### src/verilog/fdfc_cfg.svh
// fdfc_cfg.svh: bit positions, codes and reset values of the feedback divider block
// How it works
// - prescaler-select bit picks small or large modulus
// - 13-bit main counter from word bits 19:7
// - 5-bit swallow counter from word bits 6:2
// - swallow value 0..31, plain binary ratio
// - timeout word layout zeros, select, count, address 10
// - count 0: fast-acquire off, pin released
// - count 1: pin low, pump forced 4X
// - count 2: pin low, pump follows magnitude
// - count 3: pin high, pump follows magnitude
// - count 4..4095: timed fast-acquire by events
// - timed: 4X until count reaches 0
// - magnitude bit picks 1X or 4X immediately for counts 0, 2 and 3
// - three select bits choose multi-function output
`ifndef FDFC_CFG_SVH
`define FDFC_CFG_SVH

// ----------------------------------------------------------------
// serial word layout
// ----------------------------------------------------------------
`define FDFC_WORD_W        22
`define FDFC_ADDR_HI       1
`define FDFC_ADDR_LO       0
`define FDFC_ADDR_REF      2'h0
`define FDFC_ADDR_DIV      2'h1
`define FDFC_ADDR_TMO      2'h2

// reference word fields used here
`define FDFC_R_SEL_MID     21
`define FDFC_R_SEL_LOW     20
`define FDFC_R_CUR_MAG     18

// divider word fields
`define FDFC_N_PRESCALE    20
`define FDFC_N_MAIN_HI     19
`define FDFC_N_MAIN_LO     7
`define FDFC_N_SWAL_HI     6
`define FDFC_N_SWAL_LO     2

// timeout word fields
`define FDFC_T_SEL_HIGH    14
`define FDFC_T_CNT_HI      13
`define FDFC_T_CNT_LO      2

// timeout count codes
`define FDFC_TMO_OFF       12'h000
`define FDFC_TMO_MANUAL    12'h001
`define FDFC_TMO_LOW       12'h002
`define FDFC_TMO_HIGH      12'h003

// prescaler small modulus per variant and select value
`define FDFC_P_LARGE_SEL0  6'h10
`define FDFC_P_LARGE_SEL1  6'h20
`define FDFC_P_SMALL_SEL0  6'h08
`define FDFC_P_SMALL_SEL1  6'h10

// reset values
`define FDFC_RST_MAIN      13'h0003
`define FDFC_RST_SWAL      5'h00
`define FDFC_RST_TMO       12'h000

`endif

### src/verilog/fdfc_pkg.sv
// fdfc_pkg.sv: types of the feedback divider and fast-acquire block
package fdfc_pkg;

  // fast-acquire operating mode taken from the timeout count
  typedef enum logic [2:0] {
    FDFC_FA_OFF,
    FDFC_FA_MANUAL,
    FDFC_FA_LOW,
    FDFC_FA_HIGH,
    FDFC_FA_TIMED
  } fdfc_fa_mode_e;

  // two-way style pin: level and drive enable
  typedef struct packed {
    logic out;
    logic oe;
  } fdfc_pin_s;

  // programmed divider setting
  typedef struct packed {
    logic        prescale_sel;
    logic [12:0] main_count_word;
    logic [4:0]  swallow_count_word;
  } fdfc_div_s;

endpackage

### src/verilog/fdfc_top.sv
// fdfc_top.sv: serial load, dual-modulus feedback counters and fast-acquire timeout
`include "fdfc_cfg.svh"

module fdfc_top
  import fdfc_pkg::*;
#(
  parameter bit SMALL_VARIANT = 1'b0
) (
  input  wire logic  clk,
  input  wire logic  rst_n,
  input  wire logic  ser_clk,
  input  wire logic  ser_data,
  input  wire logic  ser_latch,
  input  wire logic  pd_event,
  input  wire logic  prescaler_tick,
  output fdfc_div_s  div_setting_reg,
  output logic       modulus_high_reg,
  output logic       fb_pulse_reg,
  output logic       pump_current_boost_reg,
  output fdfc_pin_s  fast_acquire_pin_reg,
  output logic [2:0] out_select_reg,
  output logic [11:0] acquire_timeout_count_reg
);

  // ----------------------------------------------------------------
  // pin synchronisers
  // ----------------------------------------------------------------
  logic [1:0] sck_sync_reg;
  logic [1:0] sda_sync_reg;
  logic [1:0] sle_sync_reg;
  logic       sck_last_reg;
  logic       sle_last_reg;

  // two flops per pin, then edge history on the second for clock and latch
  always_ff @(posedge clk or negedge rst_n) begin
    if (!rst_n) begin
      sck_sync_reg <= 2'h0;
      sda_sync_reg <= 2'h0;
      sle_sync_reg <= 2'h0;
      sck_last_reg <= 1'b0;
      sle_last_reg <= 1'b0;
    end else begin
      sck_sync_reg <= {sck_sync_reg[0], ser_clk};
      sda_sync_reg <= {sda_sync_reg[0], ser_data};
      sle_sync_reg <= {sle_sync_reg[0], ser_latch};
      sck_last_reg <= sck_sync_reg[1];
      sle_last_reg <= sle_sync_reg[1];
    end
  end

  wire sck_rise = sck_sync_reg[1] & ~sck_last_reg;
  wire sle_rise = sle_sync_reg[1] & ~sle_last_reg;

  // ----------------------------------------------------------------
  // serial shift register and word decode
  // ----------------------------------------------------------------
  logic [`FDFC_WORD_W-1:0] shift_reg;

  // msb first, one bit per serial clock rise
  always_ff @(posedge clk or negedge rst_n) begin
    if (!rst_n) begin
      shift_reg <= '0;
    end else if (sck_rise) begin
      shift_reg <= {shift_reg[`FDFC_WORD_W-2:0], sda_sync_reg[1]};
    end
  end

  wire [1:0]  word_addr = shift_reg[`FDFC_ADDR_HI:`FDFC_ADDR_LO];
  wire        load_ref  = sle_rise & (word_addr == `FDFC_ADDR_REF);
  wire        load_div  = sle_rise & (word_addr == `FDFC_ADDR_DIV);
  wire        load_tmo  = sle_rise & (word_addr == `FDFC_ADDR_TMO);
  wire [11:0] tmo_field = shift_reg[`FDFC_T_CNT_HI:`FDFC_T_CNT_LO];

  // ----------------------------------------------------------------
  // control bits held from the reference and timeout words
  // ----------------------------------------------------------------
  logic cur_mag_reg;

  // magnitude bit plus the three output select bits
  always_ff @(posedge clk or negedge rst_n) begin
    if (!rst_n) begin
      cur_mag_reg    <= 1'b0;
      out_select_reg <= 3'h0;
    end else begin
      if (load_ref) begin
        cur_mag_reg       <= shift_reg[`FDFC_R_CUR_MAG];
        out_select_reg[1] <= shift_reg[`FDFC_R_SEL_MID];
        out_select_reg[0] <= shift_reg[`FDFC_R_SEL_LOW];
      end
      if (load_tmo) begin
        out_select_reg[2] <= shift_reg[`FDFC_T_SEL_HIGH];
      end
    end
  end

  // ----------------------------------------------------------------
  // divider setting
  // ----------------------------------------------------------------
  // fields copied straight, no range clamp: host keeps values legal
  always_ff @(posedge clk or negedge rst_n) begin
    if (!rst_n) begin
      div_setting_reg <= '{1'b0, `FDFC_RST_MAIN, `FDFC_RST_SWAL};
    end else if (load_div) begin
      div_setting_reg.prescale_sel       <= shift_reg[`FDFC_N_PRESCALE];
      div_setting_reg.main_count_word    <= shift_reg[`FDFC_N_MAIN_HI:`FDFC_N_MAIN_LO];
      div_setting_reg.swallow_count_word <= shift_reg[`FDFC_N_SWAL_HI:`FDFC_N_SWAL_LO];
    end
  end

  // small modulus selected by variant and select bit, for reference
  wire [5:0] p_small = SMALL_VARIANT ?
                       (div_setting_reg.prescale_sel ? `FDFC_P_SMALL_SEL1 : `FDFC_P_SMALL_SEL0) :
                       (div_setting_reg.prescale_sel ? `FDFC_P_LARGE_SEL1 : `FDFC_P_LARGE_SEL0);

  // ----------------------------------------------------------------
  // dual-modulus counters
  // ----------------------------------------------------------------
  logic [12:0] main_feedback_count_reg;
  logic [4:0]  swallow_count_reg;

  wire cycle_end  = prescaler_tick & (main_feedback_count_reg <= 13'h0001);
  wire [12:0] main_next = cycle_end ? div_setting_reg.main_count_word
                        : main_feedback_count_reg - 13'h0001;
  wire [4:0]  swal_next = cycle_end ? div_setting_reg.swallow_count_word
                        : (swallow_count_reg != 5'h00 ? swallow_count_reg - 5'h01 : 5'h00);

  // high modulus for the swallow ticks, low for the rest: P*main + swallow
  always_ff @(posedge clk or negedge rst_n) begin
    if (!rst_n) begin
      main_feedback_count_reg <= `FDFC_RST_MAIN;
      swallow_count_reg       <= `FDFC_RST_SWAL;
      modulus_high_reg        <= 1'b0;
      fb_pulse_reg            <= 1'b0;
    end else begin
      fb_pulse_reg     <= cycle_end;
      if (prescaler_tick) begin
        main_feedback_count_reg <= main_next;
        swallow_count_reg       <= swal_next;
        modulus_high_reg        <= (swal_next != 5'h00);
      end
    end
  end

  // ----------------------------------------------------------------
  // fast-acquire mode and timeout counter
  // ----------------------------------------------------------------
  fdfc_fa_mode_e fa_mode_reg;
  fdfc_fa_mode_e fa_mode_next;

  // decode of a freshly loaded timeout count
  always_comb begin
    case (tmo_field)
      `FDFC_TMO_OFF:    fa_mode_next = FDFC_FA_OFF;
      `FDFC_TMO_MANUAL: fa_mode_next = FDFC_FA_MANUAL;
      `FDFC_TMO_LOW:    fa_mode_next = FDFC_FA_LOW;
      `FDFC_TMO_HIGH:   fa_mode_next = FDFC_FA_HIGH;
      default:          fa_mode_next = FDFC_FA_TIMED;
    endcase
  end

  wire timed_run = (fa_mode_reg == FDFC_FA_TIMED) & (acquire_timeout_count_reg != 12'h000);

  // load on word, count down per event in timed mode, hold at zero
  always_ff @(posedge clk or negedge rst_n) begin
    if (!rst_n) begin
      fa_mode_reg               <= FDFC_FA_OFF;
      acquire_timeout_count_reg <= `FDFC_RST_TMO;
    end else if (load_tmo) begin
      fa_mode_reg               <= fa_mode_next;
      acquire_timeout_count_reg <= tmo_field;
    end else if (timed_run & pd_event) begin
      acquire_timeout_count_reg <= acquire_timeout_count_reg - 12'h001;
    end
  end

  // ----------------------------------------------------------------
  // pump current and fast-acquire pin
  // ----------------------------------------------------------------
  logic      boost_next;
  fdfc_pin_s pin_next;

  // pump level and pin drive for each fast-acquire mode
  always_comb begin
    case (fa_mode_reg)
      FDFC_FA_OFF: begin
        boost_next = cur_mag_reg;
        pin_next   = '{1'b0, 1'b0};
      end
      FDFC_FA_MANUAL: begin
        boost_next = 1'b1;
        pin_next   = '{1'b0, 1'b1};
      end
      FDFC_FA_LOW: begin
        boost_next = cur_mag_reg;
        pin_next   = '{1'b0, 1'b1};
      end
      FDFC_FA_HIGH: begin
        boost_next = cur_mag_reg;
        pin_next   = '{1'b1, 1'b1};
      end
      FDFC_FA_TIMED: begin
        boost_next = timed_run;
        pin_next   = '{1'b0, timed_run};
      end
      default: begin
        boost_next = cur_mag_reg;
        pin_next   = '{1'b0, 1'b0};
      end
    endcase
  end

  // one cycle after the held mode, count and magnitude, no further delay
  always_ff @(posedge clk or negedge rst_n) begin
    if (!rst_n) begin
      pump_current_boost_reg <= 1'b0;
      fast_acquire_pin_reg   <= '{1'b0, 1'b0};
    end else begin
      pump_current_boost_reg <= boost_next;
      fast_acquire_pin_reg   <= pin_next;
    end
  end

endmodule

### config.mk
export PLATFORM = sky130hd
export DESIGN_NAME = fdfc_top
export DESIGN_NICKNAME = d
export VERILOG_FILES = /design/src/verilog/fdfc_pkg.sv /design/src/verilog/fdfc_top.sv
export VERILOG_INCLUDE_DIRS = /design/src /design/src/verilog
export SDC_FILE = /design/constraint.sdc
export NUM_CORES = 1
export LEC_CHECK = 0
export ABC_CLOCK_PERIOD_IN_PS = 5300
export BUFFER_PORTS_ARGS = -buffer_cell sky130_fd_sc_hd__buf_2
export CELL_PAD_IN_SITES_DETAIL_PLACEMENT = 1
export CELL_PAD_IN_SITES_GLOBAL_PLACEMENT = 2
export CORE_ASPECT_RATIO = 1.25
export CORE_MARGIN = 2
export CORE_UTILIZATION = 41
export DETAILED_ROUTE_END_ITERATION = 8
export PLACE_DENSITY_LB_ADDON = 0.2
export SETUP_SLACK_MARGIN = 0.1
export SLEW_MARGIN = 0
export SYNTH_ARGS = -nofsm -noshare
export SYNTH_HDL_FRONTEND = slang
export SYNTH_SLANG_ARGS = --single-unit
### constraint.sdc
create_clock -name clk -period 5.3 [get_ports clk]
set_clock_uncertainty 0.1 [all_clocks]
set_input_delay 0.265 -clock clk [delete_from_list [all_inputs] [get_ports clk]]
set_output_delay 0.265 -clock clk [all_outputs]
set_load 0.01 [all_outputs]
==> metrics.txt <==
# TYPE chip_impl_metric gauge
chip_impl_metric{name="grt_use_total",unit="%"} 18.6
chip_impl_metric{name="slew_headroom",unit="%"} 26.7
chip_impl_metric{name="cts_hold_buffers",unit=""} 4
chip_impl_metric{name="finalCoreUtilization",unit="%"} 48.6
chip_impl_metric{name="first_iter_violations",unit=""} 133
chip_impl_metric{name="final_design_area_no_fill",unit="um^2"} 4840
chip_impl_info{name="critical_path_class",value="reg -> reg"} 1
chip_impl_metric{name="num_vias",unit=""} 3008
chip_impl_metric{name="wl_per_cell",unit="um"} 17.3
chip_impl_metric{name="final_hpwl_dp",unit="um"} 6760
chip_impl_metric{name="syn_area",unit="um^2"} 4140
chip_impl_metric{name="insertion_delay",unit="ns"} 0.34
chip_impl_metric{name="crit_buf_inv",unit=""} 0
chip_impl_metric{name="min_period",unit="ns"} 2.18
chip_impl_metric{name="met3WireLength",unit="um"} 198
chip_impl_metric{name="cts.reportedPaths.clkPinSlew",unit="ns"} 0.06
chip_impl_metric{name="total_switching_power",unit="mW"} 0.899
chip_impl_metric{name="tightest_slew",unit="ns"} 1.09
chip_impl_metric{name="largest_register_ffs",unit=""} 22
chip_impl_metric{name="final_cycle_utilization_of_the_critical_path",unit="%"} 41.2
chip_impl_metric{name="synth-edff-count",unit=""} 0
chip_impl_metric{name="die_area",unit="um^2"} 10900
chip_impl_metric{name="crit_fanout",unit=""} 7
chip_impl_metric{name="syn_area_per_cell",unit="um^2"} 11.2
chip_impl_metric{name="maximum_number_of_pins_on_one_net_before_global_route_repair",unit=""} 50
chip_impl_metric{name="drt-pass1-iter-count",unit=""} 4
chip_impl_metric{name="die_h",unit="um"} 116
chip_impl_info{name="cp_top_family",value="simple AND/OR/NAND/NOR gates"} 1
chip_impl_metric{name="p_seq_share",unit="%"} 48.3
chip_impl_metric{name="routedLengthMet1",unit="um"} 4370
chip_impl_metric{name="synth.lib_cells_used.distinct",unit=""} 49
chip_impl_metric{name="leakage",unit="nW"} 2.18
chip_impl_metric{name="detailroute.wirelength.met2",unit="um"} 4750
chip_impl_metric{name="synth_top_area_share",unit="%"} 52.6
chip_impl_info{name="status",value="completed"} 1
chip_impl_info{name="mostFrequentLayoutCells",value="87 x dfrtp_1, 44 x mux2_2, 44 x buf_2"} 1
chip_impl_metric{name="grt_remaining_overflow",unit=""} 0
chip_impl_metric{name="cellPowerDensity",unit="nW/um^2"} 510
chip_impl_info{name="highest_layer",value="met4"} 1
chip_impl_info{name="worst_hold_path_type",value="reg -> reg"} 1
chip_impl_info{name="synth.area.top_cells",value="dfrtp_1 53%, mux2_2 12%, o21ai_0 3.6%"} 1
chip_impl_metric{name="place_area",unit="um^2"} 4530
chip_impl_metric{name="cell_internal_pwr",unit="mW"} 1.57
chip_impl_metric{name="detailedPlace.worstSlack",unit="ns"} 3.12
chip_impl_metric{name="synth-seq-area-share",unit="%"} 55.1
chip_impl_metric{name="cts_num_sinks",unit=""} 91
chip_impl_metric{name="power.ir.vdd_worst",unit="V"} 0.000208
chip_impl_info{name="postSynth.topFlopCell",value="dfrtp_1"} 1
chip_impl_metric{name="postSynthCellCount",unit=""} 368
chip_impl_metric{name="setup-violations-final",unit=""} 0
chip_impl_metric{name="wirelength",unit="um"} 9520
chip_impl_metric{name="drc_errors",unit=""} 0
chip_impl_metric{name="floorplan.initialDensity",unit="%"} 41.6
chip_impl_metric{name="async_flop_share",unit="%"} 100
chip_impl_metric{name="via_count_of_the_first_global_routing_pass",unit=""} 3017
chip_impl_info{name="crit_path_end_kind",value="flop"} 1
chip_impl_metric{name="post-place-cells",unit=""} 530
chip_impl_metric{name="grt_first_pass_wirelength",unit="um"} 15800
chip_impl_metric{name="clock_tree.buffer_depth",unit=""} 2
chip_impl_metric{name="hold_violations",unit=""} 0
chip_impl_metric{name="netSwitchingFraction",unit="%"} 36.5
chip_impl_metric{name="worst-endpoint-arrival",unit="ns"} 2.34
chip_impl_metric{name="cts_resized",unit=""} 0
chip_impl_metric{name="ys_warn_count",unit=""} 0
chip_impl_metric{name="number_of_antenna_violations_at_the_first_check_in_global_routing",unit=""} 0
chip_impl_metric{name="final_cell_count_no_fill",unit=""} 549
chip_impl_info{name="cts_root_buffer",value="clkbuf_16"} 1
chip_impl_metric{name="gate_power_share",unit="%"} 27.8
chip_impl_info{name="r2r_start",value="fa_mode_reg[1]"} 1
chip_impl_info{name="synth.largest_area_cell",value="dfrtp_1"} 1
chip_impl_metric{name="row_count",unit=""} 41
chip_impl_metric{name="layout-area-overhead-vs-synth",unit="%"} 16.9
chip_impl_metric{name="synth.net_count",unit=""} 380
chip_impl_info{name="critical_path.slowest_cell",value="or4_4"} 1
chip_impl_metric{name="numnets_final",unit=""} 428
chip_impl_metric{name="maxCapViolations",unit=""} 0
chip_impl_metric{name="max_transition_viols_final",unit=""} 0
chip_impl_metric{name="routed_via_density",unit=""} 5.48
chip_impl_metric{name="final_layout_size_suffix_gt1_share",unit="%"} 28.8
chip_impl_info{name="unrepaired_setup_endpoints_after_global_routing",value="false"} 1
chip_impl_metric{name="setup_tns",unit="ns"} 0
chip_impl_metric{name="synth.ff_latch_count",unit=""} 91
chip_impl_metric{name="worst_ep_required",unit="ns"} 5.46
chip_impl_metric{name="slowest_delay",unit="ns"} 0.45
chip_impl_info{name="crit_chain",value="and4bb_4 > nand4_4 > or4_4 > or4_1 > a31oi_1"} 1
chip_impl_info{name="start_kind",value="flop"} 1
chip_impl_metric{name="die_width",unit="um"} 93.9
chip_impl_metric{name="port_buffers",unit=""} 45
chip_impl_metric{name="core_region_area",unit="um^2"} 9950
chip_impl_info{name="tritoncts_clock_tree",value="built"} 1
chip_impl_info{name="timing.critical_path.from",value="fa_mode_reg[1]"} 1
chip_impl_metric{name="cts_post_setup_buffers_inserted",unit=""} 0
chip_impl_metric{name="finalPower",unit="mW"} 2.47
chip_impl_metric{name="io_pins",unit=""} 46
chip_impl_metric{name="relative_contribution_of_the_clock_network_to_total_power",unit="%"} 23.9
chip_impl_metric{name="gp_congestion",unit=""} 0.791
chip_impl_metric{name="tritoncts_buffers",unit=""} 9
chip_impl_info{name="timing.hold.worst.start",value="sle_sync_reg[0]"} 1
chip_impl_metric{name="clock_tree.htree_level_count",unit=""} 3
chip_impl_metric{name="layout_setup_ws",unit="ns"} 3.12
chip_impl_metric{name="worst_hold_slack",unit="ns"} 0.250
chip_impl_metric{name="ant_nets",unit=""} 0
chip_impl_metric{name="antennaDiodeCount",unit=""} 0
chip_impl_info{name="layout_commonest_cell",value="dfrtp_1"} 1
chip_impl_metric{name="fmax",unit="MHz"} 458
[worst paths after layout]
path                            slack, ns  depth (start not counted)                             to
worst max-delay path                 3.12                          5  acquire_timeout_count_reg[11]
worst min-delay path                 0.25                          0                sle_sync_reg[1]
worst max register to register       3.12                          5  acquire_timeout_count_reg[11]
worst min register to register       0.25                          0                sle_sync_reg[1]
max in group asynchronous            3.68                          3            div_setting_reg[10]
min in group asynchronous            0.36                          2           swallow_count_reg[4]
[cell type report]
type,instances,area [um^2]
fill,1116,5110
sequential,91,2280
multi-input combinational,248,1780
timing repair buffer,53,298
clock buffer,9,225
tap,129,161
inverter,13,48.8
clock inverter,6,42.5
[Yosys cell counts, drive strengths merged, types with 5 or more instances]
cell	count
nand4	5
a21oi	22
xor2	5
nor4	7
or4	5
nand3	8
inv	13
o211ai	6
mux2	44
nor2	27
ha	5
o21ai	30
dfrtp	87
nor3	7
nand2	29
clkbuf	14
[cell families after synthesis]
family | Yosys count | synth area share [%]
AND/OR/NAND/NOR | 110 | 15.2
flip-flops | 91 | 55.1
AO/OA/AOI/OAI | 80 | 11.5
multiplexers | 47 | 12.7
buffers and inverters | 29 | 2.66
XOR/XNOR | 6 | 1.27
adder cells (fa/ha/maj) | 5 | 1.51
[power groups by stage]
stage / logic (mW) / clock network, mW / registers, mW
2_1_floorplan: 0.440 / 0 / 1.16
3_3_place_gp: 0.668 / 0 / 1.20
3_5_place_dp: 0.695 / 0 / 1.20
4_1_cts: 0.700 / 0.605 / 1.19
5_1_grt: 0.776 / 0.633 / 1.23
6_report: 0.685 / 0.589 / 1.19
[per-layer routing]
metal | track usage [%] | up-vias
met5 | 0 | -
met4 | 7.92 | 0
met3 | 2.13 | 16
met2 | 29.9 | 38
met1 | 25.9 | 1526
li1 | - | 1428
Note: power is estimated with default switching activity, not from simulation.
